--- src/hw/i2c_stat_pkg.sv ---
// Constants, offsets and carrier types of the I2C status and mask block
package i2c_stat_pkg;
  // Register byte offsets on the AXI4-Lite port
  localparam logic [7:0] OFS_CONTROL = 8'h00;
  localparam logic [7:0] OFS_BUS_STATUS = 8'h04;
  localparam logic [7:0] OFS_ADDR_MASK = 8'h08;
  localparam logic [7:0] OFS_RECEIVE = 8'h0c;
  localparam logic [7:0] OFS_TRANSMIT = 8'h10;
  localparam logic [7:0] OFS_IRQ_STATUS = 8'h14;
  localparam logic [7:0] OFS_IRQ_MASK = 8'h18;
  // Control register fields
  localparam int CTRL_ENABLE_BIT = 15;
  localparam int OWN_ADDR_W = 10;
  // Bus status register fields
  localparam int ST_ACK_BIT = 15;
  localparam int ST_DATA_ADDR_BIT = 5;
  localparam int ST_STOP_BIT = 4;
  localparam int ST_START_BIT = 3;
  localparam int ST_READ_WRITE_BIT = 2;
  localparam int ST_RX_FULL_BIT = 1;
  localparam int ST_TX_FULL_BIT = 0;
  // Address mask width; bits above read as zero
  localparam int MASK_W = 10;
  // Interrupt status and mask fields
  localparam int IRQ_W = 4;
  localparam int IRQ_ADDR_BIT = 0;
  localparam int IRQ_RX_BIT = 1;
  localparam int IRQ_TX_BIT = 2;
  localparam int IRQ_STOP_BIT = 3;
  // Reset values
  localparam logic [15:0] RST_CONTROL = 16'h0000;
  localparam logic [MASK_W-1:0] RST_ADDR_MASK = 10'h000;
  localparam logic [IRQ_W-1:0] RST_IRQ_MASK = 4'h0;
  // AXI responses
  localparam logic [1:0] RESP_OKAY = 2'h0;
  localparam logic [1:0] RESP_SLVERR = 2'h2;
  // Bit count of one byte on the wire
  localparam logic [3:0] BYTE_BITS = 4'h8;

  // Line events seen on the sampled bus
  typedef struct packed {
    logic scl_rise;
    logic scl_fall;
    logic start;
    logic stop;
    logic sda;
  } line_ev_t;

  typedef enum logic [6:0] {
    PH_IDLE = 7'h01,
    PH_ADDR = 7'h02,
    PH_ACK_A = 7'h04,
    PH_RXD = 7'h08,
    PH_ACK_R = 7'h10,
    PH_TXD = 7'h20,
    PH_ACK_T = 7'h40
  } phase_t;
endpackage

--- src/hw/i2c_status_and_address_mask.sv ---
// I2C slave status flags, address mask and AXI4-Lite register file
`timescale 1ns/100ps
`default_nettype none
module i2c_status_and_address_mask
  import i2c_stat_pkg::*;
(
  input wire logic aclk, // Block clock, 40 MHz
  input wire logic aresetn, // Synchronous reset, active low
  input wire logic [7:0] s_axi_awaddr, // Write address
  input wire logic s_axi_awvalid, // Write address valid
  output logic s_axi_awready, // Write address ready
  input wire logic [31:0] s_axi_wdata, // Write data
  input wire logic [3:0] s_axi_wstrb, // Write byte enables
  input wire logic s_axi_wvalid, // Write data valid
  output logic s_axi_wready, // Write data ready
  output logic [1:0] s_axi_bresp, // Write response
  output logic s_axi_bvalid, // Write response valid
  input wire logic s_axi_bready, // Write response ready
  input wire logic [7:0] s_axi_araddr, // Read address
  input wire logic s_axi_arvalid, // Read address valid
  output logic s_axi_arready, // Read address ready
  output logic [31:0] s_axi_rdata, // Read data
  output logic [1:0] s_axi_rresp, // Read response
  output logic s_axi_rvalid, // Read data valid
  input wire logic s_axi_rready, // Read data ready
  input wire logic scl_i, // Bus clock line level
  input wire logic sda_i, // Bus data line level
  output logic sda_o, // Data line drive value
  output logic sda_oe, // Data line driven low while high
  output logic irq // Level interrupt
);
  typedef struct packed {
    logic [15:0] ctrl;
    logic [MASK_W-1:0] mask;
    logic [7:0] rcv;
    logic [7:0] trn;
    logic [7:0] sh;
    logic [3:0] cnt;
    phase_t ph;
    logic acknowledge_result_flag;
    logic data_addr;
    logic stop;
    logic start;
    logic rw;
    logic rx_full;
    logic tx_full;
    logic [IRQ_W-1:0] irq_st;
    logic [IRQ_W-1:0] irq_en;
    logic irq;
    logic sda_oe;
    logic aw_held;
    logic w_held;
    logic [7:0] awaddr;
    logic [31:0] wdata;
    logic [3:0] wstrb;
    logic awready;
    logic wready;
    logic bvalid;
    logic [1:0] bresp;
    logic arready;
    logic rvalid;
    logic [1:0] rresp;
    logic [31:0] rdata;
  } blk_t;

  blk_t r;
  blk_t next_r;
  line_ev_t ev;
  logic hit;

  // Byte-enable mask for a 16-bit register
  function automatic logic [15:0] lanes(input logic [3:0] strb);
    lanes = {{8{strb[1]}}, {8{strb[0]}}};
  endfunction

  // Merge of old and written bits under byte enables
  function automatic logic [15:0] merge(input logic [15:0] old,
    input logic [31:0] d, input logic [3:0] strb);
    merge = (old & ~lanes(strb)) | (d[15:0] & lanes(strb));
  endfunction

  ////////////////////////////////////////////////////////////////////////
  i2c_line_monitor u_mon (
    .aclk (aclk),
    .aresetn (aresetn),
    .scl_i (scl_i),
    .sda_i (sda_i),
    .ev (ev)
  );

  // Seven-bit addressing: the address sits in sh[7:1]
  i2c_addr_match #(.ADDR_W(7)) u_match (
    .rx_addr (r.sh[7:1]),
    .own_addr (r.ctrl[6:0]),
    .mask (r.mask[6:0]),
    .hit (hit)
  );

  ////////////////////////////////////////////////////////////////////////
  always_comb
  begin
    logic [IRQ_W-1:0] set_ev;
    logic rd_rcv;
    logic do_wr;
    logic [15:0] st_word;
    logic [15:0] mask_word;
    set_ev = '0;
    mask_word = '0;
    rd_rcv = 1'b0;
    do_wr = 1'b0;
    st_word = '0;
    next_r = r;

    // Bus engine
    if (ev.start)
    begin
      next_r.start = 1'b1;
      next_r.stop = 1'b0;
      next_r.sda_oe = 1'b0;
      next_r.cnt = '0;
      next_r.ph = r.ctrl[CTRL_ENABLE_BIT] ? PH_ADDR : PH_IDLE;
    end
    else if (ev.stop)
    begin
      next_r.stop = 1'b1;
      next_r.start = 1'b0;
      next_r.sda_oe = 1'b0;
      next_r.ph = PH_IDLE;
      set_ev[IRQ_STOP_BIT] = 1'b1;
    end
    else
    begin
      case (r.ph)
        PH_IDLE:
          next_r.sda_oe = 1'b0;
        PH_ADDR, PH_RXD:
        begin
          if (ev.scl_rise && r.cnt != BYTE_BITS)
          begin
            next_r.sh = {r.sh[6:0], ev.sda};
            next_r.cnt = r.cnt + 4'h1;
          end
          else if (ev.scl_fall && r.cnt == BYTE_BITS)
          begin
            if (r.ph == PH_RXD)
            begin
              next_r.rcv = r.sh;
              next_r.rx_full = 1'b1;
              next_r.data_addr = 1'b1;
              next_r.sda_oe = 1'b1;
              next_r.ph = PH_ACK_R;
              set_ev[IRQ_RX_BIT] = 1'b1;
            end
            else if (hit)
            begin
              next_r.data_addr = 1'b0;
              next_r.rw = r.sh[0];
              next_r.sda_oe = 1'b1;
              next_r.ph = PH_ACK_A;
              set_ev[IRQ_ADDR_BIT] = 1'b1;
            end
            else
              next_r.ph = PH_IDLE;
          end
        end
        PH_ACK_A, PH_ACK_R:
        begin
          if (ev.scl_fall)
          begin
            next_r.cnt = '0;
            if (r.ph == PH_ACK_A && r.rw)
            begin
              next_r.sh = r.trn;
              next_r.sda_oe = ~r.trn[7];
              next_r.ph = PH_TXD;
            end
            else
            begin
              next_r.sda_oe = 1'b0;
              next_r.ph = PH_RXD;
            end
          end
        end
        PH_TXD:
        begin
          if (ev.scl_rise)
          begin
            next_r.sh = {r.sh[6:0], 1'b1};
            next_r.cnt = r.cnt + 4'h1;
          end
          else if (ev.scl_fall)
          begin
            // Data line released for the master's answer after bit 0
            next_r.sda_oe = (r.cnt == BYTE_BITS) ? 1'b0 : ~r.sh[7];
            if (r.cnt == BYTE_BITS)
              next_r.ph = PH_ACK_T;
          end
        end
        PH_ACK_T:
        begin
          if (ev.scl_rise)
          begin
            next_r.acknowledge_result_flag = ev.sda;
            next_r.tx_full = 1'b0;
            set_ev[IRQ_TX_BIT] = 1'b1;
          end
          else if (ev.scl_fall)
          begin
            // A refused byte ends the read; wait for the stop
            next_r.cnt = '0;
            next_r.sh = r.trn;
            next_r.sda_oe = r.acknowledge_result_flag ? 1'b0 : ~r.trn[7];
            next_r.ph = r.acknowledge_result_flag ? PH_IDLE : PH_TXD;
          end
        end
        default:
        begin
          next_r.sda_oe = 1'b0;
          next_r.ph = PH_IDLE;
        end
      endcase
    end

    ////////////////////////////////////////////////////////////////////////
    // AXI4-Lite write side: address and data in either order
    if (s_axi_awvalid && r.awready)
    begin
      next_r.aw_held = 1'b1;
      next_r.awaddr = s_axi_awaddr;
    end
    if (s_axi_wvalid && r.wready)
    begin
      next_r.w_held = 1'b1;
      next_r.wdata = s_axi_wdata;
      next_r.wstrb = s_axi_wstrb;
    end
    if (r.bvalid && s_axi_bready)
      next_r.bvalid = 1'b0;
    do_wr = r.aw_held && r.w_held && !r.bvalid;
    if (do_wr)
    begin
      next_r.aw_held = 1'b0;
      next_r.w_held = 1'b0;
      next_r.bvalid = 1'b1;
      next_r.bresp = RESP_OKAY;
      case (r.awaddr)
        OFS_CONTROL:
          next_r.ctrl = merge(r.ctrl, r.wdata, r.wstrb);
        OFS_ADDR_MASK:
        begin
          mask_word = merge({6'h00, r.mask}, r.wdata, r.wstrb);
          next_r.mask = mask_word[MASK_W-1:0];
        end
        OFS_TRANSMIT:
          if (r.wstrb[0])
          begin
            next_r.trn = r.wdata[7:0];
            next_r.tx_full = 1'b1;
          end
        OFS_IRQ_MASK:
          if (r.wstrb[0])
            next_r.irq_en = r.wdata[IRQ_W-1:0];
        OFS_IRQ_STATUS:
          if (r.wstrb[0])
            next_r.irq_st = r.irq_st & ~r.wdata[IRQ_W-1:0];
        OFS_BUS_STATUS, OFS_RECEIVE: ;
        default:
          next_r.bresp = RESP_SLVERR;
      endcase
    end
    next_r.awready = !next_r.aw_held;
    next_r.wready = !next_r.w_held;

    // AXI4-Lite read side
    st_word[ST_ACK_BIT] = r.acknowledge_result_flag;
    st_word[ST_DATA_ADDR_BIT] = r.data_addr;
    st_word[ST_STOP_BIT] = r.stop;
    st_word[ST_START_BIT] = r.start;
    st_word[ST_READ_WRITE_BIT] = r.rw;
    st_word[ST_RX_FULL_BIT] = r.rx_full;
    st_word[ST_TX_FULL_BIT] = r.tx_full;
    if (r.rvalid && s_axi_rready)
    begin
      next_r.rvalid = 1'b0;
      next_r.arready = 1'b1;
    end
    if (s_axi_arvalid && r.arready)
    begin
      next_r.arready = 1'b0;
      next_r.rvalid = 1'b1;
      next_r.rresp = RESP_OKAY;
      next_r.rdata = '0;
      case (s_axi_araddr)
        OFS_CONTROL:
          next_r.rdata[15:0] = r.ctrl;
        OFS_BUS_STATUS:
          next_r.rdata[15:0] = st_word;
        OFS_ADDR_MASK:
          next_r.rdata[MASK_W-1:0] = r.mask;
        OFS_RECEIVE:
        begin
          next_r.rdata[7:0] = r.rcv;
          rd_rcv = 1'b1;
        end
        OFS_TRANSMIT:
          next_r.rdata[7:0] = r.trn;
        OFS_IRQ_STATUS:
          next_r.rdata[IRQ_W-1:0] = r.irq_st;
        OFS_IRQ_MASK:
          next_r.rdata[IRQ_W-1:0] = r.irq_en;
        default:
          next_r.rresp = RESP_SLVERR;
      endcase
    end
    // A byte landing in the same cycle as the read keeps the flag up
    if (rd_rcv && !(next_r.rcv != r.rcv || set_ev[IRQ_RX_BIT]))
      next_r.rx_full = 1'b0;

    // Sticky events; a new event beats a clear in the same cycle
    next_r.irq_st = next_r.irq_st | set_ev;
    next_r.irq = |(next_r.irq_st & next_r.irq_en);
  end

  ////////////////////////////////////////////////////////////////////////
  always_ff @(posedge aclk)
  begin
    if (!aresetn)
    begin
      r <= '0;
      r.ctrl <= RST_CONTROL;
      r.mask <= RST_ADDR_MASK;
      r.irq_en <= RST_IRQ_MASK;
      r.ph <= PH_IDLE;
      r.awready <= 1'b1;
      r.wready <= 1'b1;
      r.arready <= 1'b1;
    end
    else
      r <= next_r;
  end

  assign s_axi_awready = r.awready;
  assign s_axi_wready = r.wready;
  assign s_axi_bvalid = r.bvalid;
  assign s_axi_bresp = r.bresp;
  assign s_axi_arready = r.arready;
  assign s_axi_rvalid = r.rvalid;
  assign s_axi_rresp = r.rresp;
  assign s_axi_rdata = r.rdata;
  assign sda_o = r.sh[0] & 1'b0;
  assign sda_oe = r.sda_oe;
  assign irq = r.irq;
endmodule // i2c_status_and_address_mask
`default_nettype wire

--- src/hw/i2c_line_monitor.sv ---
// Synchroniser and start/stop/edge detector for the two bus lines
`timescale 1ns/100ps
`default_nettype none
module i2c_line_monitor
  import i2c_stat_pkg::*;
(
  input wire logic aclk, // Block clock
  input wire logic aresetn, // Synchronous reset, active low
  input wire logic scl_i, // Clock line level
  input wire logic sda_i, // Data line level
  output line_ev_t ev // Decoded line events
);
  typedef struct packed {
    logic scl_m;
    logic scl_s;
    logic scl_d;
    logic sda_m;
    logic sda_s;
    logic sda_d;
  } mon_t;

  mon_t r;
  mon_t next_r;

  ////////////////////////////////////////////////////////////////////////
  always_comb
  begin
    next_r = r;
    next_r.scl_m = scl_i;
    next_r.scl_s = r.scl_m;
    next_r.scl_d = r.scl_s;
    next_r.sda_m = sda_i;
    next_r.sda_s = r.sda_m;
    next_r.sda_d = r.sda_s;
  end

  always_ff @(posedge aclk)
  begin
    if (!aresetn)
      r <= '{1'b1, 1'b1, 1'b1, 1'b1, 1'b1, 1'b1};
    else
      r <= next_r;
  end

  ////////////////////////////////////////////////////////////////////////
  // Only the second and third stages are looked at
  always_comb
  begin
    ev.scl_rise = r.scl_s & ~r.scl_d;
    ev.scl_fall = ~r.scl_s & r.scl_d;
    ev.start = r.scl_s & r.scl_d & ~r.sda_s & r.sda_d;
    ev.stop = r.scl_s & r.scl_d & r.sda_s & ~r.sda_d;
    ev.sda = r.sda_s;
  end
endmodule // i2c_line_monitor
`default_nettype wire

--- src/hw/i2c_addr_match.sv ---
// Masked comparison of a received address against the own address
`timescale 1ns/100ps
`default_nettype none
module i2c_addr_match
  import i2c_stat_pkg::*;
#(
  parameter int ADDR_W = 7
)(
  input wire logic [ADDR_W-1:0] rx_addr, // Address bits from the wire
  input wire logic [ADDR_W-1:0] own_addr, // Configured slave address
  input wire logic [ADDR_W-1:0] mask, // 1 excuses a bit position
  output logic hit // All unmasked bits agree
);
  logic [ADDR_W-1:0] bit_ok;

  genvar i;
  generate
    for (i = 0; i < ADDR_W; i++)
    begin : g_bit
      assign bit_ok[i] = mask[i] | (rx_addr[i] == own_addr[i]);
    end
  endgenerate

  assign hit = &bit_ok;
endmodule // i2c_addr_match
`default_nettype wire

--- config.mk ---
export PLATFORM = sky130hd
export DESIGN_NAME = i2c_status_and_address_mask
export DESIGN_NICKNAME = d
export VERILOG_FILES = /design/src/hw/i2c_stat_pkg.sv /design/src/hw/i2c_status_and_address_mask.sv /design/src/hw/i2c_line_monitor.sv /design/src/hw/i2c_addr_match.sv
export SDC_FILE = /design/constraint.sdc
export NUM_CORES = 1
export LEC_CHECK = 0
export BUFFER_PORTS_ARGS = -buffer_cell sky130_fd_sc_hd__buf_2
export CORE_ASPECT_RATIO = 0.75
export CORE_MARGIN = 10
export CORE_UTILIZATION = 61
export CTS_CLUSTER_DIAMETER = 200
export CTS_CLUSTER_SIZE = 30
export DETAILED_ROUTE_END_ITERATION = 12
export PLACE_DENSITY = 0.95
export SETUP_SLACK_MARGIN = 0.02
export SLEW_MARGIN = 15
export SYNTH_ARGS = -nofsm -noshare
export SYNTH_HDL_FRONTEND = slang
export SYNTH_SLANG_ARGS = --single-unit
--- constraint.sdc ---
create_clock -name aclk -period 4.4 [get_ports aclk]
set_input_delay 0.44 -clock aclk [delete_from_list [all_inputs] [get_ports aclk]]
set_output_delay 0.44 -clock aclk [all_outputs]
set_load 0.01 [all_outputs]
==> results.sh, run 1 <==
export IMPL_status="complete, no violations"
export IMPL_routed_wl_met3_um=1520
export IMPL_post_drt_wl_per_cell_um=17.6
export IMPL_synth_largest_area_cell="dfxtp_1"
export IMPL_io_buffers=67
export IMPL_rsz0062_at_grt="no"
export IMPL_synth_async_reset_ratio_pct=0
export IMPL_synthDistinctLibCells=74
export IMPL_clk_pin_slew_ps=60
export IMPL_clockBufferDepth=2
export IMPL_wl_um=16100
export IMPL_tightest_slew_ps=727
export IMPL_fin_util_pct=70.0
export IMPL_hold_viol=0
export IMPL_die_w_um=139
export IMPL_met1Wirelength_um=7310
export IMPL_first_global_vias=5079
export IMPL_dieArea_mm2=0.0152
export IMPL_initialDrtViolationCount=648
export IMPL_fillers=737
export IMPL_synth_area_top_cells="dfxtp_1, nand2_1, a21boi_0"
export IMPL_power_density_mw_per_mm2=416
export IMPL_cts_tree="yes"
export IMPL_synth_common_cells="nand2_1, dfxtp_1, a21boi_0, nor2b_1, mux2i_1"
export IMPL_finalWorstSetupSlack_ps=2100
export IMPL_io_pins=105
export IMPL_critPathCaptureType="flop"
export IMPL_cts_resized=0
export IMPL_clk_latency_ps=420
export IMPL_area_growth_pct=11.7
export IMPL_start_util_pct=62.7
export IMPL_via_count=5488
export IMPL_crit_path_start_kind="flop"
export IMPL_place_hpwl_um=10900
export IMPL_ctsHoldBuffers=0
export IMPL_leakagePower_nw=2.89
export IMPL_ys_warn_count=0
export IMPL_yosysTopAreaCellShare_pct=41.7
export IMPL_holdCritPathClass="input pin to flop"
export IMPL_antennaDiodeCount=0
export IMPL_drv_cap=0
export IMPL_remaining_drc_errors=0
export IMPL_coreArea_mm2=0.0103
export IMPL_grt_util_all_layers_pct=20.6
export IMPL_clock_skew_ps=5.68
export IMPL_postCtsSetupRepairBufs=0
export IMPL_syn_inst=732
export IMPL_numCtsBuffers=17
export IMPL_nets=826
export IMPL_synth_edf_count=0
export IMPL_fmax_ghz=0.434
export IMPL_gr_total_overflow=0
export IMPL_cts_root_buf="clkbuf_16"
export IMPL_crit_arrival_ps=2640
export IMPL_num_rows=32
export IMPL_htree_levels=4
export IMPL_grt_antenna_before_repair=0
export IMPL_avgSynthCellArea_um2=8.85
export IMPL_max_vdd_ir_drop_mv=0.322
export IMPL_clock_sinks=135
export IMPL_synth_main_ff_cell="dfxtp_1"
export IMPL_setup_violations=0
export IMPL_multiInputGateArea_mm2=0.00338
export IMPL_detail_route_antenna_nets=0
export IMPL_final_setup_tns_ps=0
export IMPL_finalCritPeriodShare_pct=52.4
export IMPL_period_minus_slack_ps=2300
export IMPL_routed_top_layer="met4"
export IMPL_critPathKind="flop to flop"
export IMPL_yosysSeqAreaShare_pct=41.7
export IMPL_grt_start_max_net_pins=87
export IMPL_syn_area_mm2=0.00648
export IMPL_slowest_delay_ps=670
export IMPL_slowest_stage="nor2_1"
export IMPL_path_cells="nor3_4 -> nand3_1 -> nor2_1 -> nand2_1 -> a21boi_0"
export IMPL_dr_pass1_iters=5
export IMPL_vias_per_cell=6.02
export IMPL_place_worst_setup_slack_ps=2220
export IMPL_drive_gt1_share_pct=16.2
export IMPL_ys_ff_latch=135
export IMPL_grt_pass1_wl_um=25700
export IMPL_seqCellArea_mm2=0.00270
export IMPL_gp_congestion=0.955
export IMPL_required_ps=4730
export IMPL_slew_viol_final=0
export IMPL_cp_max_fo=11
export IMPL_fp_dieH_um=109
export IMPL_synth_most_common_cell="nand2_1"
export IMPL_maxSlewHeadroom_pct=51.6
export IMPL_met2WireLength_um=6870
## final cells by class
type	instances	area share, %
Clock buffer	20	6.31
Clock inverter	12	2.08
Inverter	8	0.415
Multi-Input combinational cell	532	46.7
Sequential cell	135	37.4
Tap cell	136	2.35
Timing Repair Buffer	69	4.84
## worst max-delay path, delay by kind of cell (launching register included)
| family | cells | cell delay, ps |
|---|---|---|
| simple gates | 4 | 1590 |
| flops | 1 | 380 |
| compound gates | 1 | 240 |
## placed cells by master, fill, tap and decap left out, types with 6 or more instances in the layout
master / n
inv_1: 8
nor2b_1: 44
dfxtp_1: 135
a21oi_1: 13
nand2_1: 137
a22oi_1: 10
clkbuf_16: 17
and2_1: 11
conb_1: 19
nor4_1: 6
nand2b_1: 12
o22ai_1: 7
o211a_1: 7
xnor2_1: 7
o21ai_0: 25
buf_2: 67
nor2_1: 24
mux2i_1: 39
nand3_1: 22
a21boi_0: 57
## metrics by stage
stage	cells	cell area (um^2)	hold slack (ps)	total power, W
final	912	7240	193	0.00301
after global routing	912	7240	205	0.00310
after CTS	912	7240	183	0.00301
after detailed placement	880	6630	392	0.00157
after global placement	880	6630	391	0.00156
after floorplan	750	6550	386	0.00151
## cells by family after synthesis
kind of cell | synth area share, %
adders and majority gates | 0.386
buffers and inverters | 7.24
DFF | 41.7
AOI/OAI and AO/OA | 18.1
and+or+nand+nor | 23.5
muxes | 7.59
other | 0.0579
xor gates and xnor gates | 1.35
## routing by layer
| metal | vias up | GRT usage (%) |
|---|---|---|
| met2 | 298 | 30.6 |
| met3 | 44 | 5.78 |
| met1 | 2576 | 27.8 |
| li1 | 2570 | - |
| met5 | - | 0 |
| met4 | 0 | 8.40 |
## power by group
part           switching, W  internal [W]  total, W
sequential        0.0000434       0.00126   0.00130
clock              0.000540      0.000918   0.00146
combinational      0.000151     0.0000970  0.000248
## final timing paths
path | startpoint | end | slack [ps] | cells after the start
max | r[110]$_SDFFE_PN0P_ | r[133]$_SDFF_PN0_ | 2100 | 5
max reg2reg | r[110]$_SDFFE_PN0P_ | r[133]$_SDFF_PN0_ | 2100 | 5
min reg2reg | u_mon.next_r[4]$_SDFF_PN1_ | u_mon.next_r[3]$_SDFF_PN1_ | 400 | 1
min | sda_i | u_mon.next_r[1]$_SDFF_PN1_ | 190 | 2
Note: power is estimated with default switching activity, not from simulation.
==> inputs of run 2 (changes only) <==
Settings changed: CORE_UTILIZATION 61 to 57, PLACE_DENSITY 0.95 to 0.91.
Clock period 4.4 ns to 2.4 ns, I/O delays scaled along.
==> run 2 against run 1 <==
Against the previous run: critical path depth is 1 higher; register-to-register slack got worse by 1900 ps; combinational power rose by 86%; global-route usage shrank 0.51 points; sequential cell count is the same; non-clock buffer count increased by 7; total power is 83% higher.
==> results.sh, run 2 (synthesized netlist as in run 1, its figures left out) <==
export IMPL_gp_congestion=0.915
export IMPL_period_minus_slack_ps=2160
export IMPL_area_growth_pct=13.0
export IMPL_clk_pin_slew_ps=60
export IMPL_vias_per_cell=5.83
export IMPL_dr_pass1_iters=6
export IMPL_p_sw_w=0.00133
export IMPL_setup_violations=0
export IMPL_htree_levels=4
export IMPL_initialDrtViolationCount=544
export IMPL_final_setup_tns_ps=0
export IMPL_slew_viol_final=0
export IMPL_grt_antenna_before_repair=0
export IMPL_fin_util_pct=66.4
export IMPL_power_density_mw_per_mm2=752
export IMPL_finalCritPeriodShare_pct=90.0
export IMPL_fp_dieH_um=112
export IMPL_clock_skew_ps=8.49
export IMPL_p_clk_share_pct=48.3
export IMPL_clk_latency_ps=420
export IMPL_critical_path_top_delay_family="simple AND/OR/NAND/NOR gates"
export IMPL_internal_power_w=0.00418
export IMPL_max_vdd_ir_drop_mv=0.571
export IMPL_via_count=5382
export IMPL_cts_root_buf="clkbuf_16"
export IMPL_crit_arrival_ps=2460
export IMPL_nets=833
export IMPL_antennaDiodeCount=0
export IMPL_slowest_delay_ps=530
export IMPL_pwr_share_seq_pct=43.3
export IMPL_finalWorstSetupSlack_ps=239
export IMPL_path_cells="nor4_4 -> nand3_2 -> a21oi_4 -> o221a_4 -> nand3_1 -> o211a_1"
export IMPL_maxSlewHeadroom_pct=55.0
export IMPL_drv_cap=0
export IMPL_grt_start_max_net_pins=51
export IMPL_wl_um=16200
export IMPL_num_rows=33
export IMPL_fmax_ghz=0.463
export IMPL_final_cell_mix="nand2_1, dfxtp_1, buf_2, a21boi_0, nor2b_1"
export IMPL_clock_sinks=135
export IMPL_tightest_slew_ps=673
export IMPL_clockBufferDepth=2
export IMPL_dieArea_mm2=0.0161
export IMPL_grt_util_all_layers_pct=20.1
export IMPL_numCtsBuffers=17
export IMPL_holdCritPathClass="input pin to flop"
export IMPL_fillers=827
export IMPL_rsz0062_at_grt="no"
export IMPL_place_hpwl_um=11400
export IMPL_crit_path_start_kind="flop"
export IMPL_whs_ps=70.5
export IMPL_post_drt_wl_per_cell_um=17.5
export IMPL_grt_pass1_wl_um=26400
export IMPL_remaining_drc_errors=0
export IMPL_switching_share_pct=24.1
export IMPL_drive_gt1_share_pct=16.7
export IMPL_status="complete, no violations"
export IMPL_cp_max_fo=16
export IMPL_critPathKind="flop to flop"
export IMPL_first_global_vias=5147
export IMPL_io_pins=105
export IMPL_cts_tree="yes"
export IMPL_combinationalPowerShare_pct=8.4
export IMPL_slowest_stage="nor4_4"
export IMPL_start_util_pct=58.8
export IMPL_critPathCaptureType="flop"
export IMPL_mostFrequentLayoutCell="nand2_1"
export IMPL_leakagePower_nw=2.93
export IMPL_place_worst_setup_slack_ps=250
export IMPL_hold_viol=0
export IMPL_cp_buffers_inverters=0
export IMPL_required_ps=2700
export IMPL_die_w_um=143
export IMPL_io_buffers=67
export IMPL_cts_resized=0
export IMPL_gr_total_overflow=0
export IMPL_coreArea_mm2=0.0110
export IMPL_detail_route_antenna_nets=0
-- run 2: final cells by class --
cell class              count  area (um^2)  share of cell area (%)
well taps                 140          175                    2.39
repair buffers             76          433                    5.91
inverters                   8         30.0                   0.410
clock inverters            12          150                    2.05
flip-flops and latches    135         2700                    36.9
clock buffers              20          457                    6.24
multi-input cells         532         3380                    46.1
-- run 2: path summary, 6_finish.rpt --
check | cells past startpoint | slack, ps | start | end
setup / recovery | 6 | 240 | r[105]$_SDFFE_PN0P_ | r[119]$_SDFFE_PN0P_
hold / removal | 3 | 70 | s_axi_awaddr[0] | r[77]$_SDFFE_PN0P_
setup reg to reg | 6 | 240 | r[105]$_SDFFE_PN0P_ | r[119]$_SDFFE_PN0P_
hold reg to reg | 1 | 400 | u_mon.next_r[4]$_SDFF_PN1_ | u_mon.next_r[3]$_SDFF_PN1_
-- run 2: power groups by stage --
stage | logic (W) | registers, W | clock network (W)
6_report | 0.000462 | 0.00238 | 0.00266
5_1_grt | 0.000515 | 0.00239 | 0.00278
4_1_cts | 0.000458 | 0.00238 | 0.00268
3_5_place_dp | 0.000449 | 0.00243 | 0
3_3_place_gp | 0.000435 | 0.00243 | 0
2_1_floorplan | 0.000379 | 0.00240 | 0
-- run 2: layer usage --
metal	global-route usage, %	vias up	routed length, um
met3	5.31	41	1540
met1	27.2	2507	7300
met4	8.02	0	328
met2	29.7	257	7010
met5	0	-	0
li1	-	2577	-
-- run 2: through the flow --
step                      instance area (um^2)  std cells  power (W)
after floorplan                           6550        750    0.00278
after global placement                    6700        889    0.00286
after detailed placement                  6700        889    0.00288
after CTS                                 7320        923    0.00552
after global routing                      7320        923    0.00568
final                                     7320        923    0.00551
-- run 2: worst reg2reg max path, delay by kind of cell (launching register included) --
kind / cells / cell delay, ps
simple gates: 3 / 900
compound gates: 3 / 760
flops: 1 / 390
-- run 2: what timing repair did --
item                      in CTS  in global routing
hold endpoints to repair       2                  0
hold buffers                   2                  0
buffers inserted               0                  0
==> inputs of run 3 (changes only) <==
Settings changed: GPL_TIMING_DRIVEN set to 0.
==> run 3 against run 2 <==
Against the previous run: hold slack got worse by 66 ps; sequential power about the same; global-route usage is 2.3 points higher; clock power increased by 11%; total power increased by 6.4%; first-iteration DRC count up 58%; sequential cell count unchanged; core utilization is 3.7 points higher; largest power group unchanged.
==> results.sh, run 3 (synthesized netlist as in run 1, its figures left out) <==
export IMPL_grt_start_max_net_pins=17
export IMPL_slowest_stage="dfxtp_1"
export IMPL_setup_violations=0
export IMPL_io_pins=105
export IMPL_drv_cap=0
export IMPL_crit_path_start_kind="flop"
export IMPL_slew_viol_final=0
export IMPL_routed_wl_met3_um=2000
export IMPL_final_cell_mix="nand2_1, dfxtp_1, buf_2, a21boi_0, nor2b_1"
export IMPL_gr_total_overflow=0
export IMPL_clock_sinks=135
export IMPL_vias_per_cell=5.82
export IMPL_grt_antenna_before_repair=1
export IMPL_critPathKind="flop to flop"
export IMPL_whs_ps=4.20
export IMPL_start_util_pct=58.8
export IMPL_final_setup_tns_ps=0
export IMPL_r2r_start="r[111]$_SDFFE_PP0P_"
export IMPL_cp_buffers_inverters=2
export IMPL_max_vdd_ir_drop_mv=0.999
export IMPL_finalCritPeriodShare_pct=90.8
export IMPL_critPathCaptureType="flop"
export IMPL_cts_root_buf="clkbuf_16"
export IMPL_dr_pass1_iters=5
export IMPL_coreArea_mm2=0.0110
export IMPL_placedCellCount=953
export IMPL_die_w_um=143
export IMPL_io_buffers=63
export IMPL_detail_route_antenna_nets=0
export IMPL_fp_dieH_um=112
export IMPL_grt_pass1_wl_um=29100
export IMPL_required_ps=2700
export IMPL_cts_tree="yes"
export IMPL_clk_latency_ps=420
export IMPL_clock_skew_ps=5.93
export IMPL_path_cells="inv_1 -> ha_1 -> nand3b_4 -> or2_4 -> buf_2 -> nor2_1 -> a221oi_2 -> o22ai_1 -> o31a_1"
export IMPL_finalWorstSetupSlack_ps=222
export IMPL_mostFrequentLayoutCell="nand2_1"
export IMPL_fmax_ghz=0.459
export IMPL_gp_congestion=0.997
export IMPL_numCtsBuffers=17
export IMPL_place_hpwl_um=12900
export IMPL_num_rows=33
export IMPL_power_density_mw_per_mm2=758
export IMPL_post_drt_wl_per_cell_um=18.2
export IMPL_remaining_drc_errors=0
export IMPL_clockBufferDepth=2
export IMPL_initialDrtViolationCount=860
export IMPL_routed_top_layer="met4"
export IMPL_slowest_delay_ps=390
export IMPL_critical_path_top_delay_family="compound AO/OA/AOI/OAI gates"
export IMPL_postCtsSetupRepairBufs=0
export IMPL_instances_no_fill=987
export IMPL_met1Wirelength_um=7760
export IMPL_period_minus_slack_ps=2180
export IMPL_htree_levels=4
export IMPL_maxSlewHeadroom_pct=51.2
export IMPL_critPathLaunch="r[111]$_SDFFE_PP0P_"
export IMPL_hold_viol=0
export IMPL_tightest_slew_ps=729
export IMPL_holdCritPathClass="input pin to flop"
export IMPL_drive_gt1_share_pct=19.6
export IMPL_cp_max_fo=10
export IMPL_nets=896
export IMPL_rsz0062_at_grt="no"
export IMPL_first_global_vias=5662
export IMPL_crit_arrival_ps=2480
export IMPL_place_worst_setup_slack_ps=178
export IMPL_via_count=5744
export IMPL_min_delay_start="sda_i"
export IMPL_status="complete, no violations"
export IMPL_grt_util_all_layers_pct=22.4
export IMPL_leakagePower_nw=3.18
export IMPL_clk_pin_slew_ps=60
export IMPL_met2WireLength_um=7840
export IMPL_area_growth_pct=19.3
export IMPL_wl_um=18000
export IMPL_dieArea_mm2=0.0161
## run 3: layout make-up
| cell class | count | area [um^2] |
|---|---|---|
| antenna | 1 | 2.50 |
| buffer | 75 | 439 |
| clock buffer | 17 | 425 |
| clock inverter | 15 | 250 |
| fill | 834 | 3290 |
| inverter | 8 | 30.0 |
| multi-input combinational | 532 | 3380 |
| sequential | 135 | 2700 |
| tap | 140 | 175 |
| timing repair buffer | 64 | 325 |
## run 3: through the flow
| step | util (%) | cell area, um^2 | power (W) |
|---|---|---|---|
| after floorplan | - | 6550 | 0.00278 |
| after global placement | 63.8 | 7040 | 0.00291 |
| after detailed placement | 63.8 | 7040 | 0.00292 |
| after CTS | 70.1 | 7720 | 0.00586 |
| after global routing | 70.1 | 7730 | 0.00605 |
| final | 70.1 | 7730 | 0.00586 |
## run 3: timing repair
action	in CTS	in global routing
resized for setup	0	1
hold buffers	1	0
setup endpoints to repair	0	1
hold endpoints to repair	1	0
## run 3: worst register-to-register path: stages (launching register included)
cell	delay (ps)
dfxtp_1	390
inv_1	70
ha_1	220
nand3b_4	120
or2_4	160
buf_2	210
nor2_1	110
a221oi_2	360
o22ai_1	120
o31a_1	320
## run 3: path summary, 6_finish.rpt
kind,to,slack (ps),cells past startpoint
worst max register to register,irq$_SDFF_PN0_,220,9
worst min register to register,u_mon.next_r[3]$_SDFF_PN1_,400,1
worst max-delay path,irq$_SDFF_PN0_,220,9
worst min-delay path,u_mon.next_r[1]$_SDFF_PN1_,4,2
## run 3: per-layer routing
layer  vias up  GRT usage [%]
met3        36           7.16
met5         -              0
li1       2703              -
met4         0           7.13
met2       324           33.5
met1      2681           29.9
## run 3: where the power goes
group	switching (W)	internal, W
sequential	0.0000610	0.00231
combinational	0.000313	0.000216
clock	0.00101	0.00195
total	0.00138	0.00448
